### src/hw/rsw_consts.svh
/*
 Offsets, field positions, reset values of the reset-status and watchdog control block.
 Assumes inclusion by bare name from hw/.
*/
`ifndef RSW_CONSTS_SVH
`define RSW_CONSTS_SVH

`define RSW_ADDR_RESET_CAUSE   4'h0
`define RSW_ADDR_WDOG_CTRL     4'h1
`define RSW_ADDR_IRQ_STATUS    4'h2
`define RSW_ADDR_IRQ_MASK      4'h3

`define RSW_BIT_IRQ_PRIO_EN      7
`define RSW_BIT_SOFT_BROWNOUT_EN 6
`define RSW_BIT_UNUSED_CAUSE     5
`define RSW_BIT_RESET_INSTR      4
`define RSW_BIT_WDOG_TIMEOUT     3
`define RSW_BIT_POWER_DOWN       2
`define RSW_BIT_POWER_ON         1
`define RSW_BIT_BROWNOUT         0
`define RSW_BIT_SOFT_WDOG_EN     0

`define RSW_RESET_CAUSE_RST    8'h5c
`define RSW_SOFT_WDOG_EN_RST   1'b0
`define RSW_WDOG_CTRL_RST      8'h00
`define RSW_RW_MASK_CAUSE      8'hc0
`define RSW_FLAG_MASK_CAUSE    8'h1f

`endif

### src/hw/rsw_pkg.sv
/*
 Types of the reset-status and watchdog control block.
 Assumes nothing beyond a SystemVerilog compiler.
*/
`default_nettype none
package rsw_pkg;
  typedef struct packed {
    logic [3:0] addr;
    logic [7:0] wdata;
    logic       wr;
    logic       rd;
  } rsw_bus_req_type;

  // Device reset causes and hardware events, one-cycle pulses
  typedef struct packed {
    logic reset_instr;
    logic wdt_timeout;
    logic sleep_instr;
    logic wdt_clear;
    logic power_on;
    logic brownout;
  } rsw_event_type;
endpackage
`default_nettype wire

### src/hw/rsw_reset_status_wdog.sv
/*
 Reset-cause status register, software watchdog enable, event interrupt.
 Assumes events are single-cycle pulses from logic on i_clk_sys; config inputs are static straps.
*/
`timescale 1ns/1ns
`default_nettype none
`include "rsw_consts.svh"

// Behaviour
// - software enable matters only when config disables
// - writing one switches watchdog on
// - zero switches watchdog off, reset zero
// - watchdog control upper seven bits read zero
// - power-on flag loaded by reset kind
module rsw_reset_status_wdog (
  // Clock and reset
  input  wire logic                     i_clk_sys,
  input  wire logic                     i_srst,
  // Register port
  input  wire rsw_pkg::rsw_bus_req_type i_bus,
  output logic [7:0]                    o_rdata,
  // Events and configuration
  input  wire rsw_pkg::rsw_event_type   i_evt,
  input  wire logic                     i_config_watchdog_enable,
  input  wire logic                     i_config_soft_brownout_allow,
  // Outputs
  output logic                          o_watchdog_run,
  output logic                          o_irq_priority_enable,
  output logic                          o_soft_brownout_enable,
  output logic                          o_irq
);
  import rsw_pkg::*;

  logic [7:0] reset_cause_status;
  logic       soft_watchdog_enable;
  logic [4:0] irq_status;
  logic [4:0] irq_mask;
  logic [4:0] flag_clear_evt;
  logic       wr_cause;
  logic       wr_wdog;
  logic       wr_stat;
  logic       wr_mask;

  assign wr_cause = i_bus.wr && (i_bus.addr == `RSW_ADDR_RESET_CAUSE);
  assign wr_wdog  = i_bus.wr && (i_bus.addr == `RSW_ADDR_WDOG_CTRL);
  assign wr_stat  = i_bus.wr && (i_bus.addr == `RSW_ADDR_IRQ_STATUS);
  assign wr_mask  = i_bus.wr && (i_bus.addr == `RSW_ADDR_IRQ_MASK);

  // Events that clear each flag, brown-out in bit zero up to reset-instruction
  assign flag_clear_evt = {i_evt.reset_instr, i_evt.wdt_timeout, i_evt.sleep_instr,
                           i_evt.power_on, i_evt.brownout || i_evt.power_on};

  ////////////////////////////////////////////////////////////////////////////
  // Reset-cause status register
  always_ff @(posedge i_clk_sys) begin
    if (i_srst) begin
      reset_cause_status <= `RSW_RESET_CAUSE_RST;
      // Soft brown-out bit resets to one only where allowed
      reset_cause_status[`RSW_BIT_SOFT_BROWNOUT_EN] <= i_config_soft_brownout_allow;
    end else begin
      if (wr_cause) begin
        reset_cause_status[7:6] <= i_bus.wdata[7:6];
        // Software may only set flags back to one
        reset_cause_status[4:0] <= reset_cause_status[4:0] | i_bus.wdata[4:0];
      end
      if (!i_config_soft_brownout_allow) begin
        reset_cause_status[`RSW_BIT_SOFT_BROWNOUT_EN] <= 1'b0;
      end
      reset_cause_status[`RSW_BIT_UNUSED_CAUSE] <= 1'b0;
      // Hardware clear wins over software set
      if (i_evt.reset_instr) reset_cause_status[`RSW_BIT_RESET_INSTR] <= 1'b0;
      if (i_evt.wdt_timeout) reset_cause_status[`RSW_BIT_WDOG_TIMEOUT] <= 1'b0;
      else if (i_evt.wdt_clear || i_evt.sleep_instr || i_evt.power_on) begin
        reset_cause_status[`RSW_BIT_WDOG_TIMEOUT] <= 1'b1;
      end
      if (i_evt.sleep_instr) reset_cause_status[`RSW_BIT_POWER_DOWN] <= 1'b0;
      else if (i_evt.wdt_clear || i_evt.power_on) reset_cause_status[`RSW_BIT_POWER_DOWN] <= 1'b1;
      // Power-on flag follows the reset kind
      if (i_evt.power_on) reset_cause_status[`RSW_BIT_POWER_ON] <= 1'b0;
      if (i_evt.brownout || i_evt.power_on) reset_cause_status[`RSW_BIT_BROWNOUT] <= 1'b0;
      if (i_evt.power_on) reset_cause_status[`RSW_BIT_RESET_INSTR] <= 1'b1;
    end
  end

  ////////////////////////////////////////////////////////////////////////////
  // Watchdog software enable
  always_ff @(posedge i_clk_sys) begin
    if (i_srst) begin
      soft_watchdog_enable <= `RSW_SOFT_WDOG_EN_RST;
    end else if (wr_wdog) begin
      // Only bit zero of the control byte is stored
      soft_watchdog_enable <= i_bus.wdata[`RSW_BIT_SOFT_WDOG_EN];
    end
  end

  always_ff @(posedge i_clk_sys) begin
    if (i_srst) begin
      o_watchdog_run <= 1'b0;
    end else begin
      o_watchdog_run <= i_config_watchdog_enable || soft_watchdog_enable;
    end
  end

  ////////////////////////////////////////////////////////////////////////////
  // Interrupt status and mask
  always_ff @(posedge i_clk_sys) begin
    if (i_srst) begin
      irq_status <= 5'h00;
    end else begin
      // Event wins over a same-cycle clear
      irq_status <= (irq_status & ~(wr_stat ? i_bus.wdata[4:0] : 5'h00)) | flag_clear_evt;
    end
  end

  always_ff @(posedge i_clk_sys) begin
    if (i_srst) begin
      irq_mask <= 5'h00;
    end else if (wr_mask) begin
      irq_mask <= i_bus.wdata[4:0];
    end
  end

  always_ff @(posedge i_clk_sys) begin
    if (i_srst) begin
      o_irq <= 1'b0;
      o_irq_priority_enable <= 1'b0;
      o_soft_brownout_enable <= 1'b0;
    end else begin
      // Registered copies, no decode path to the pins
      o_irq <= |(irq_status & irq_mask);
      o_irq_priority_enable <= reset_cause_status[`RSW_BIT_IRQ_PRIO_EN];
      o_soft_brownout_enable <= reset_cause_status[`RSW_BIT_SOFT_BROWNOUT_EN];
    end
  end

  ////////////////////////////////////////////////////////////////////////////
  // Read port, data one cycle after the strobe
  always_ff @(posedge i_clk_sys) begin
    if (i_srst) begin
      o_rdata <= 8'h00;
    end else if (i_bus.rd) begin
      // Unmapped addresses and idle cycles read zero
      unique case (i_bus.addr)
        `RSW_ADDR_RESET_CAUSE: o_rdata <= reset_cause_status;
        `RSW_ADDR_WDOG_CTRL:   o_rdata <= {7'h00, soft_watchdog_enable};
        `RSW_ADDR_IRQ_STATUS:  o_rdata <= {3'h0, irq_status};
        `RSW_ADDR_IRQ_MASK:    o_rdata <= {3'h0, irq_mask};
        default:               o_rdata <= 8'h00;
      endcase
    end else begin
      o_rdata <= 8'h00;
    end
  end

  ////////////////////////////////////////////////////////////////////////////
  // Checks
  AST_CFG_OVERRIDE: assert property (@(posedge i_clk_sys) disable iff (i_srst)
    i_config_watchdog_enable |=> o_watchdog_run)
    else $error("Watchdog stopped while config enable set");
  AST_SW_ON: assert property (@(posedge i_clk_sys) disable iff (i_srst)
    (wr_wdog && i_bus.wdata[0]) |=> ##1 o_watchdog_run)
    else $error("Watchdog not on after software enable");
  AST_SW_OFF: assert property (@(posedge i_clk_sys) disable iff (i_srst)
    (wr_wdog && !i_bus.wdata[0] && !i_config_watchdog_enable) ##1 !i_config_watchdog_enable
    |=> !o_watchdog_run)
    else $error("Watchdog still on after software disable");
  AST_SW_RESET: assert property (@(posedge i_clk_sys)
    i_srst |=> !soft_watchdog_enable)
    else $error("Software enable not zero after reset");
  AST_UPPER_ZERO: assert property (@(posedge i_clk_sys) disable iff (i_srst)
    (i_bus.rd && i_bus.addr == `RSW_ADDR_WDOG_CTRL) |=> o_rdata[7:1] == 7'h00)
    else $error("Watchdog control upper bits not zero");
  AST_POR_LOAD: assert property (@(posedge i_clk_sys) disable iff (i_srst)
    i_evt.power_on |=> !reset_cause_status[`RSW_BIT_POWER_ON] && !reset_cause_status[`RSW_BIT_BROWNOUT])
    else $error("Power-on flag not cleared by power-on");
  AST_TO_CLEAR: assert property (@(posedge i_clk_sys) disable iff (i_srst)
    i_evt.wdt_timeout |=> !reset_cause_status[`RSW_BIT_WDOG_TIMEOUT])
    else $error("Timeout flag not cleared");
  AST_PD_CLEAR: assert property (@(posedge i_clk_sys) disable iff (i_srst)
    i_evt.sleep_instr |=> !reset_cause_status[`RSW_BIT_POWER_DOWN] ##1 1'b1)
    else $error("Power-down flag not cleared");
  AST_RI_SET: assert property (@(posedge i_clk_sys) disable iff (i_srst)
    (wr_cause && i_bus.wdata[4] && !i_evt.reset_instr) |=> reset_cause_status[`RSW_BIT_RESET_INSTR])
    else $error("Reset-instruction flag not set by software");

  ////////////////////////////////////////////////////////////////////////////
  // Flag and enable checks
  AST_TO_SET: assert property (@(posedge i_clk_sys) disable iff (i_srst)
    ((i_evt.wdt_clear || i_evt.sleep_instr || i_evt.power_on) && !i_evt.wdt_timeout)
    |=> reset_cause_status[`RSW_BIT_WDOG_TIMEOUT])
    else $error("Timeout flag not set by clear, sleep or power-on");
  AST_PD_SET: assert property (@(posedge i_clk_sys) disable iff (i_srst)
    ((i_evt.wdt_clear || i_evt.power_on) && !i_evt.sleep_instr) |=> reset_cause_status[`RSW_BIT_POWER_DOWN])
    else $error("Power-down flag not set");
  AST_RI_CLEAR: assert property (@(posedge i_clk_sys) disable iff (i_srst)
    (i_evt.reset_instr && !i_evt.power_on) |=> !reset_cause_status[`RSW_BIT_RESET_INSTR])
    else $error("Reset-instruction flag not cleared");
  AST_BOR_CLEAR: assert property (@(posedge i_clk_sys) disable iff (i_srst)
    i_evt.brownout |=> !reset_cause_status[`RSW_BIT_BROWNOUT])
    else $error("Brown-out flag not cleared");
  AST_POR_SET_SW: assert property (@(posedge i_clk_sys) disable iff (i_srst)
    (wr_cause && i_bus.wdata[`RSW_BIT_POWER_ON] && !i_evt.power_on) |=> reset_cause_status[`RSW_BIT_POWER_ON])
    else $error("Power-on flag not set by software");
  AST_RUN_SOFT_OFF: assert property (@(posedge i_clk_sys) disable iff (i_srst)
    (!i_config_watchdog_enable && !soft_watchdog_enable) |=> !o_watchdog_run)
    else $error("Watchdog running with both enables off");
  AST_RUN_SOFT_ON: assert property (@(posedge i_clk_sys) disable iff (i_srst)
    (!i_config_watchdog_enable && soft_watchdog_enable) |=> o_watchdog_run)
    else $error("Watchdog stopped with software enable set");
  AST_WDOG_WRITE: assert property (@(posedge i_clk_sys) disable iff (i_srst)
    wr_wdog |=> soft_watchdog_enable == $past(i_bus.wdata[`RSW_BIT_SOFT_WDOG_EN]))
    else $error("Software enable not loaded by write");
  AST_WDOG_READ: assert property (@(posedge i_clk_sys) disable iff (i_srst)
    (i_bus.rd && i_bus.addr == `RSW_ADDR_WDOG_CTRL) |=> o_rdata[0] == $past(soft_watchdog_enable))
    else $error("Software enable read back wrong");
  AST_RUN_RESET: assert property (@(posedge i_clk_sys)
    i_srst |=> !o_watchdog_run)
    else $error("Watchdog running after reset");
  AST_CAUSE_READ: assert property (@(posedge i_clk_sys) disable iff (i_srst)
    (i_bus.rd && i_bus.addr == `RSW_ADDR_RESET_CAUSE) |=> o_rdata == $past(reset_cause_status))
    else $error("Reset-cause register read back wrong");
  COV_SW_ON: cover property (@(posedge i_clk_sys) wr_wdog && i_bus.wdata[0] && !i_config_watchdog_enable);
  COV_TIMEOUT: cover property (@(posedge i_clk_sys) i_evt.wdt_timeout);
  COV_IRQ: cover property (@(posedge i_clk_sys) o_irq);
  COV_SLEEP: cover property (@(posedge i_clk_sys) i_evt.sleep_instr);
  COV_POWER_ON: cover property (@(posedge i_clk_sys) i_evt.power_on);
endmodule
`default_nettype wire

### config.mk
export PLATFORM = sky130hd
export DESIGN_NAME = rsw_reset_status_wdog
export DESIGN_NICKNAME = d
export VERILOG_FILES = /design/src/hw/rsw_pkg.sv /design/src/hw/rsw_reset_status_wdog.sv
export VERILOG_INCLUDE_DIRS = /design/src /design/src/hw
export SDC_FILE = /design/constraint.sdc
export NUM_CORES = 1
export LEC_CHECK = 0
export ABC_AREA = 1
export BUFFER_PORTS_ARGS = -buffer_cell sky130_fd_sc_hd__buf_2
export CAP_MARGIN = 20
export CORE_MARGIN = 1
export CORE_UTILIZATION = 30
export DETAILED_ROUTE_END_ITERATION = 7
export GPL_TIMING_DRIVEN = 0
export PLACE_DENSITY = 0.51
export SYNTH_ARGS = -nofsm -noshare
export SYNTH_HDL_FRONTEND = slang
export SYNTH_SLANG_ARGS = --single-unit
### constraint.sdc
create_clock -name i_clk_sys -period 2.38 [get_ports i_clk_sys]
set_clock_uncertainty 0.15 [all_clocks]
set_input_delay 0.476 -clock i_clk_sys [delete_from_list [all_inputs] [get_ports i_clk_sys]]
set_output_delay 0.476 -clock i_clk_sys [all_outputs]
set_load 0.02 [all_outputs]
==> results.md, run 1 <==
- Outcome: finished with violations
- Failing checks: design-rule violations
- Simple logic cell fraction of the synthesized area: 35.5%
- Crit-path max cell delay: 0.31 ns
- Post-CTS Hold Fix Bufs: 0
- Commonest non-fill, non-tap cell in the layout: nand2_1
- CP Data Arrival Time: 0.74 ns
- CP endpoint kind: primary output
- Post-cts sizing count: 0
- Clk sinks: 29
- Compound-Gate Fraction of Synth Area: 7.47%
- CP Launch Type: register
- Maxcap violations: 0
- Synth Cell Area: 0.00124 mm²
- Number of global-route vias before repair: 1,050
- Port bufs: 32
- DP Worst Slack: 0.725 ns
- Synth Register Bits: 29
- Final hold viol count: 0
- ANT cells: 0
- Initial antenna violation count: 0
- Final-report max-slew violation count: 0
- Pin count of the biggest net entering global routing: 11
- CP startpoint: o_irq_priority_enable
- Reg2reg start: irq_status[0]
- CTS H-tree lvls: 2
- Met2 GRT Util: 22.7%
- Max Buffers Root-to-Sink: 2
- Drt drc: 2
- Fmax achieved: 733 MHz
- Slew @ Worst Pin: 0.531 ns
- Synthesized instance count: 171
- Slowest-stage cell, CP: dfxtp_1
- IO Pins: 36
- Yosys cell types: 19
- Crit-path cells: buf_2
- Pwr/cell area: 665 mW/mm²
- Cell family with most CP delay: flip-flops
- Global Route Usage Sum: 15.9%
- Final setup margin: 1.02 ns
- Share of post-route cells with drive strength above 1: 22.7%
- Worst-path clk slew: 0.06 ns
- Post-synthesis mux area share: 0%
- Met1 usage: 21.6%
- Routed vias/inst: 4.49
- Final critical-path required period: 1.36 ns
- Final #Nets: 234
- Adder-cell share of the synthesized area: 0%
- WL/cell: 11.2 µm
- Crit path capture: o_irq_priority_enable
- Maximum vdd drop: 345 µV
- Die Width: 66.3 µm
- Area growth syn-to-layout: 25.2%
- Number of CTS-inserted buffers: 5
- Post-CTS Setup Bufs: 0
- Min-delay worst type: in -> reg
- Vias: 1,173
- Syn nets: 195
- Drt first pass iters: 6
- Placer Congestion: 0.766
- Worst path depth: 1
- Total gr overflow: 0
- DR iter-0 viols: 29
- Busiest grt layer: met2
- YS warnings: 0
- Routed WL: 2930 µm
- Most frequent cells in the layout: nand2_1, buf_2, dfxtp_1
- RSZ-0062 raised after global routing: no
- Final HPWL from detailed placement: 2200 µm
- Die Y: 66.3 µm
- Leak: 0.757 nW
- Die ar.: 0.00439 mm²
- Period utilisation layout: 57.3%
- Setup TNS Final: 0 ns
- CORE AREA: 0.00397 mm²
- Clk_lat worst skew: 0.28 ns
- R2r setup slk: 1.42 ns
- Worst Path Max Fanout: 1
- Largest family of logic cells by synthesized area: simple AND/OR/NAND/NOR gates
- Register area share after synthesis: 47.6%
- Slew headroom: 64.6%
- Initial Util: 31.2%
- CP Buf/Inv Count: 1
- CP required: 1.75 ns
- R2r worst-path depth: 4
- CTS Root Cell: clkbuf_8
- Met3 usage: 5.34%
- Worst Setup Path Type: reg -> out
- FF-to-FF End: o_irq
- Final setup vio count: 0
- Synth Area per Inst: 7.25 µm²
- Smallest hold slack: 0.246 ns
- Post-synthesis xor/xnor area fraction: 0%
- Post-route ant nets: 0
- First-pass GRT wire length: 5040 µm
- CTS tree: done
- Cell Rows: 23
metal layers:
| metal | vias to the layer above | routed length [µm] | share of wire, % |
|---|---|---|---|
| li1 | 628 | - | - |
| met1 | 515 | 1460 | 50 |
| met3 | 4 | 129 | 4.4 |
| met4 | 0 | 29 | 0.99 |
| met2 | 26 | 1310 | 45 |
| met5 | - | 0 | 0 |
power breakdown:
group,switching [mW],total (mW),internal (mW),leakage [nW]
registers,0.00949,0.514,0.505,0.239
logic,0.0632,0.0992,0.0359,0.472
clock network,0.183,0.418,0.235,0.0455
sequential cells by signal (all words and copies together) (netlist names):
register and flops:
o_rdata 7, reset_cause_status 7, irq_mask 5, irq_status 5, o_irq 1, o_irq_priority_enable 1, o_soft_brownout_enable 1, o_watchdog_run 1
soft_watchdog_enable 1
cell usage after synthesis, drive strengths merged:
cell    number  area, µm²
o21ai        2       10.0
o21a         1       7.51
dfxtp       28        561
nand4        8       50.1
nand2       41        154
a21oi       15       75.1
conb         1       3.75
nand3       23        128
nor3         2       10.0
edfxtp       1       30.0
nor2        23       98.8
inv         19       71.3
buf          6       36.3
clkinv       1       5.00
worst min path at each step:
stage               depth (start not counted)  slack [ns]                startpoint                     to
finish                                      3        0.25  i_config_watchdog_enable         o_watchdog_run
global route                                3        0.31                  i_bus[9]  reset_cause_status[7]
CTS                                         3        0.24  i_config_watchdog_enable         o_watchdog_run
detailed placement                          2        0.30     reset_cause_status[7]  o_irq_priority_enable
global placement                            2        0.30     reset_cause_status[1]  reset_cause_status[1]
floorplan                                   2        0.28     reset_cause_status[7]  o_irq_priority_enable
kinds of logic (layout without fill, tap and decap cells):
kind of cell / Yosys count / after routing
flip-flops: 29 / 29
AO/OA/AOI/OAI: 18 / 18
buffers and inverters: 26 / 66
AND/OR/NAND/NOR: 97 / 97
other: 1 / 1
worst reg2reg max path, delay by kind of cell, from the launching register on:
kind | cells | cell delay (ns)
compound gates | 1 | 0.13
flops | 1 | 0.33
simple gates | 3 | 0.23
stage by stage:
step,util (%),cell area (µm²),power [mW],cells
2_1_floorplan,-,1240,0.580,171
3_3_place_gp,36.8,1460,0.625,253
3_5_place_dp,36.8,1460,0.625,253
4_1_cts,39.1,1550,1.04,261
5_1_grt,39.1,1550,1.08,261
6_report,39.1,1550,1.03,261
area by class of cell:
type	instances	area [µm²]
repair buffers	32	160
inverters	20	76.3
clock buffers	8	90.1
well taps	50	62.6
multi-input cells	116	537
plain buffers	6	36.3
flip-flops and latches	29	591
fillers	433	2420
Note: power is estimated with default switching activity, not from simulation.
==> run 2, diff against run 1 <==
PLACE_DENSITY = 0.53   (was 0.51)
clock period = 1.09 ns   (was 2.38 ns; I/O delays follow)
==> results.md, run 2 (synthesis gave the netlist of run 1 again) <==
- Global Route Usage Sum: 15.2%
- IO Pins: 36
- Final setup vio count: 0
- Slew headroom: 65.8%
- Total gr overflow: 0
- Commonest non-fill, non-tap cell in the layout: nand2_1
- Slowest-stage cell, CP: dfxtp_2
- Final cell count without fillers: 263
- Port bufs: 32
- Period utilisation layout: 99.9%
- Register area: 604 µm²
- Placer Congestion: 0.767
- Cell Int Power: 1.64 mW
- Routed vias/inst: 4.40
- Final-report max-slew violation count: 0
- Outcome: completed
- Crit-path max cell delay: 0.32 ns
- Smallest hold slack: 0.0318 ns
- Reg2reg start: irq_status[2]
- CP startpoint: o_rdata[6]
- Comb pwr share: 10.6%
- Regs by FF count: o_rdata x7, reset_cause_status x7
- Final #Nets: 236
- CTS H-tree lvls: 2
- CTS Root Cell: clkbuf_8
- Share of post-route cells with drive strength above 1: 28.6%
- Final hold viol count: 0
- Drt first pass iters: 4
- Worst path depth: 1
- Cell family with most CP delay: flip-flops
- Dpl cells: 253
- Initial Util: 31.2%
- Pwr/cell area: 1350 mW/mm²
- R2r worst-path depth: 4
- Vias: 1,157
- Slew @ Worst Pin: 0.513 ns
- Final critical-path required period: 1.09 ns
- Leak: 0.780 nW
- Post-route ant nets: 0
- Number of global-route vias before repair: 1,070
- Worst-path clk slew: 0.06 ns
- Min-delay src: i_bus[9]
- CP Data Arrival Time: 0.72 ns
- Worst Path Max Fanout: 1
- CTS tree: done
- Hold endpoint: reset_cause_status[7]
- Clk_lat worst skew: 0.28 ns
- Maxcap violations: 0
- First-pass GRT wire length: 4850 µm
- Die ar.: 0.00439 mm²
- Crit-path cells: buf_6
- CORE AREA: 0.00397 mm²
- Sequential Power Share: 50.6%
- Net Switching: 0.589 mW
- Multi-input logic area: 547 µm²
- FF-to-FF End: o_irq
- WHS Path Cells: 3
- Drt drc: 0
- CP required: 0.72 ns
- Clk sinks: 29
- Routed WL: 2960 µm
- CP endpoint kind: primary output
- Most frequent cells in the layout: nand2_1, buf_2, nand3_1
- R2r setup slk: 0.12 ns
- CP Buf/Inv Count: 1
- Number of CTS-inserted buffers: 5
- Fillers: 428
- Cell Rows: 23
- Worst Setup Path Type: reg -> out
- ANT cells: 0
- Final HPWL from detailed placement: 2190 µm
- WL/cell: 11.3 µm
- Fmax achieved: 919 MHz
- DR iter-0 viols: 26
- CP Launch Type: register
- Min-delay worst type: in -> reg
- Initial antenna violation count: 0
- Pin count of the biggest net entering global routing: 11
- Die Y: 66.3 µm
- Maximum vdd drop: 760 µV
- RSZ-0062 raised after global routing: yes
- Die Width: 66.3 µm
- Sw frac: 26.4%
- Area growth syn-to-layout: 33.5%
- Clock network power share: 38.8%
- Max Buffers Root-to-Sink: 2
-- run 2: changes by cell type in the layout (fill, tap and decap cells not counted), sizes merged --
| cell | previous run | this run |
|---|---|---|
| buf | 38 | 39 |
| clkbuf | 8 | 6 |
| clkinv | 1 | 3 |
| dlygate4sd3 | 0 | 1 |
-- run 2: per-stage QoR --
step | worst slack [ns] | total power, mW | TNS [ns] | utilization, % | cell area, µm²
after floorplan | 0.0103 | 1.27 | 0 | - | 1240
after global placement | -0.263 | 1.36 | -5.41 | 37.0 | 1470
after detailed placement | -0.276 | 1.37 | -5.56 | 37.0 | 1470
after CTS | -0.000994 | 2.23 | -0.00213 | 41.2 | 1640
after global routing | -0.0183 | 2.32 | -0.127 | 41.7 | 1660
final | 0.00156 | 2.23 | 0 | 41.7 | 1660
-- run 2: timing repair --
item / 4_1_cts / 5_1_grt
setup buffers: 0 / 1
hold endpoints to repair: 1 / 0
endpoints found under the setup margin: 11 / 24
gates cloned: 0 / 0
hold buffers: 1 / 0
resized for setup: 29 / 5
pin swaps: 0 / 1
-- run 2: worst max-delay path by stage --
stage / end / slack [ns]
detailed placement: irq_status[1] / -0.28
finish: o_rdata[6] / 0.002
CTS: o_rdata[6] / -0.001
global placement: irq_status[1] / -0.26
floorplan: irq_status[0] / 0.01
global route: o_rdata[4] / -0.02
-- run 2: layer usage --
layer	vias to the layer above	global-route usage [%]	routed length (µm)
li1	628	-	-
met1	503	18.8	1420
met2	22	24.7	1390
met3	4	4.14	114
met4	0	6.38	34
met5	-	0	0
-- run 2: final cells by class --
cell class	instances	area share [%]
inverters	20	4.61
multi-input cells	116	33.0
clock buffers	6	4.38
clock inverters	2	0.605
well taps	50	3.78
repair buffers	34	14.9
flip-flops and latches	29	36.5
plain buffers	6	2.19
-- run 2: power groups by stage --
stage / clock network [mW] / registers [mW] / logic (mW)
3_5_place_dp: 0 / 1.15 / 0.219
3_3_place_gp: 0 / 1.15 / 0.218
2_1_floorplan: 0 / 1.15 / 0.115
5_1_grt: 0.923 / 1.13 / 0.265
4_1_cts: 0.871 / 1.13 / 0.232
6_report: 0.865 / 1.13 / 0.236
==> run 3, diff against run 2 <==
BUFFER_PORTS_ARGS = -buffer_cell sky130_fd_sc_hd__clkbuf_2   (was -buffer_cell sky130_fd_sc_hd__buf_2)
==> results.md, run 3 (synthesis gave the netlist of run 1 again) <==
- Slowest-stage cell, CP: dfxtp_2
- Crit-path max cell delay: 0.32 ns
- Commonest non-fill, non-tap cell in the layout: nand2_1
- Cell Int Power: 1.72 mW
- Number of CTS-inserted buffers: 5
- Final critical-path required period: 1.09 ns
- DR iter-0 viols: 39
- Number of global-route vias before repair: 1,111
- Final #Nets: 237
- Maxcap violations: 0
- Drt first pass iters: 4
- R2r worst-path depth: 4
- Crit-path cells: buf_8
- Sw frac: 24.3%
- Final-report max-slew violation count: 0
- Clk sinks: 29
- Global Route Usage Sum: 15.3%
- Most frequent cells in the layout: nand2_1, nand3_1, clkbuf_2
- Port bufs: 32
- Final setup vio count: 0
- CP endpoint kind: primary output
- Die Y: 66.3 µm
- Initial antenna violation count: 0
- Clock network power share: 39.5%
- Leak: 0.802 nW
- CORE AREA: 0.00397 mm²
- Pin count of the biggest net entering global routing: 11
- IO Pins: 36
- Min-delay worst type: in -> reg
- Die ar.: 0.00439 mm²
- Worst Path Max Fanout: 1
- CTS tree: done
- WL/cell: 11.2 µm
- Final hold viol count: 0
- Routed vias/inst: 4.44
- Max Buffers Root-to-Sink: 2
- Maximum vdd drop: 689 µV
- Fmax achieved: 921 MHz
- Comb pwr share: 10.8%
- Worst path depth: 1
- Worst-path clk slew: 0.06 ns
- ANT cells: 0
- Regs by FF count: o_rdata x7, reset_cause_status x7
- Total gr overflow: 0
- Slew @ Worst Pin: 0.525 ns
- CP required: 0.72 ns
- Initial Util: 31.2%
- Util after Layout: 43.1%
- Pwr/cell area: 1330 mW/mm²
- Post-route ant nets: 0
- CTS H-tree lvls: 2
- Die Width: 66.3 µm
- Area growth syn-to-layout: 38.0%
- Routed WL: 2960 µm
- CP Data Arrival Time: 0.72 ns
- Tot Pwr: 2.27 mW
- CP Launch Type: register
- CP Buf/Inv Count: 1
- Outcome: completed
- Register area: 604 µm²
- Multi-input logic area: 547 µm²
- Cell family with most CP delay: flip-flops
- RSZ-0062 raised after global routing: yes
- Final HPWL from detailed placement: 2190 µm
- Share of post-route cells with drive strength above 1: 28.5%
- Slew headroom: 65.0%
- Placer Congestion: 0.768
- Clk_lat worst skew: 0.27 ns
- Worst Setup Path Type: reg -> out
- First-pass GRT wire length: 4910 µm
- Net Switching: 0.551 mW
- Sequential Power Share: 49.8%
- Drt drc: 0
- Fillers: 440
- Period utilisation layout: 99.6%
- Cell Rows: 23
- CTS Root Cell: clkbuf_8
- Vias: 1,173
- WHS Path Cells: 3
==> run 3: cell count changes in the layout (fill, tap and decap cells not counted), sizes merged <==
cell / change
clkbuf: +23
buf: -20
clkinv: -2
==> run 3: metal layers <==
metal / vias up / share of wire (%) / global-route usage (%)
met5: - / 0 / 0
met4: 0 / 0 / 5.59
met3: 0 / 3.7 / 4.66
met2: 31 / 47 / 25.5
met1: 509 / 49 / 18.3
li1: 633 / - / -
==> run 3: timing repair <==
item                       4_1_cts  5_1_grt
hold buffers                     1        0
gates cloned                     0        0
buffers inserted                 0        2
gates resized for setup         32       12
hold endpoints to repair         1        0
pin swaps                        0        1
setup endpoints to repair       11       22
==> run 3: stage by stage <==
stage	cells	worst slack (ns)	setup TNS, ns	hold slack [ns]	cell area [µm²]
2_1_floorplan	171	0.0103	0	0.184	1240
3_3_place_gp	253	-0.256	-5.31	0.275	1470
3_5_place_dp	253	-0.282	-5.63	0.279	1470
4_1_cts	262	-0.0148	-0.119	0.0149	1680
5_1_grt	264	-0.0172	-0.132	0.0329	1710
6_report	264	0.00451	0	0.0194	1710
==> run 3: final cells by class <==
class | instances | share of cell area, %
Buffer | 6 | 2.12
Clock buffer | 8 | 5.26
Inverter | 20 | 4.46
Multi-Input combinational cell | 116 | 31.9
Sequential cell | 29 | 35.3
Tap cell | 50 | 3.65
Timing Repair Buffer | 35 | 17.3
==> run 3: final timing paths <==
check / end / slack, ns / startpoint
max: o_rdata[6] / 0.005 / o_rdata[6]
min: reset_cause_status[7] / 0.02 / i_bus[9]
max reg2reg: o_irq / 0.13 / irq_status[2]
min reg2reg: o_irq_priority_enable / 0.31 / reset_cause_status[7]
==> run 3: power groups by stage <==
stage | Clock, mW | Sequential, mW | Combinational, mW
after floorplan | 0 | 1.15 | 0.115
after global placement | 0 | 1.15 | 0.218
after detailed placement | 0 | 1.15 | 0.220
after CTS | 0.920 | 1.13 | 0.235
after global routing | 0.968 | 1.13 | 0.273
final | 0.895 | 1.13 | 0.245
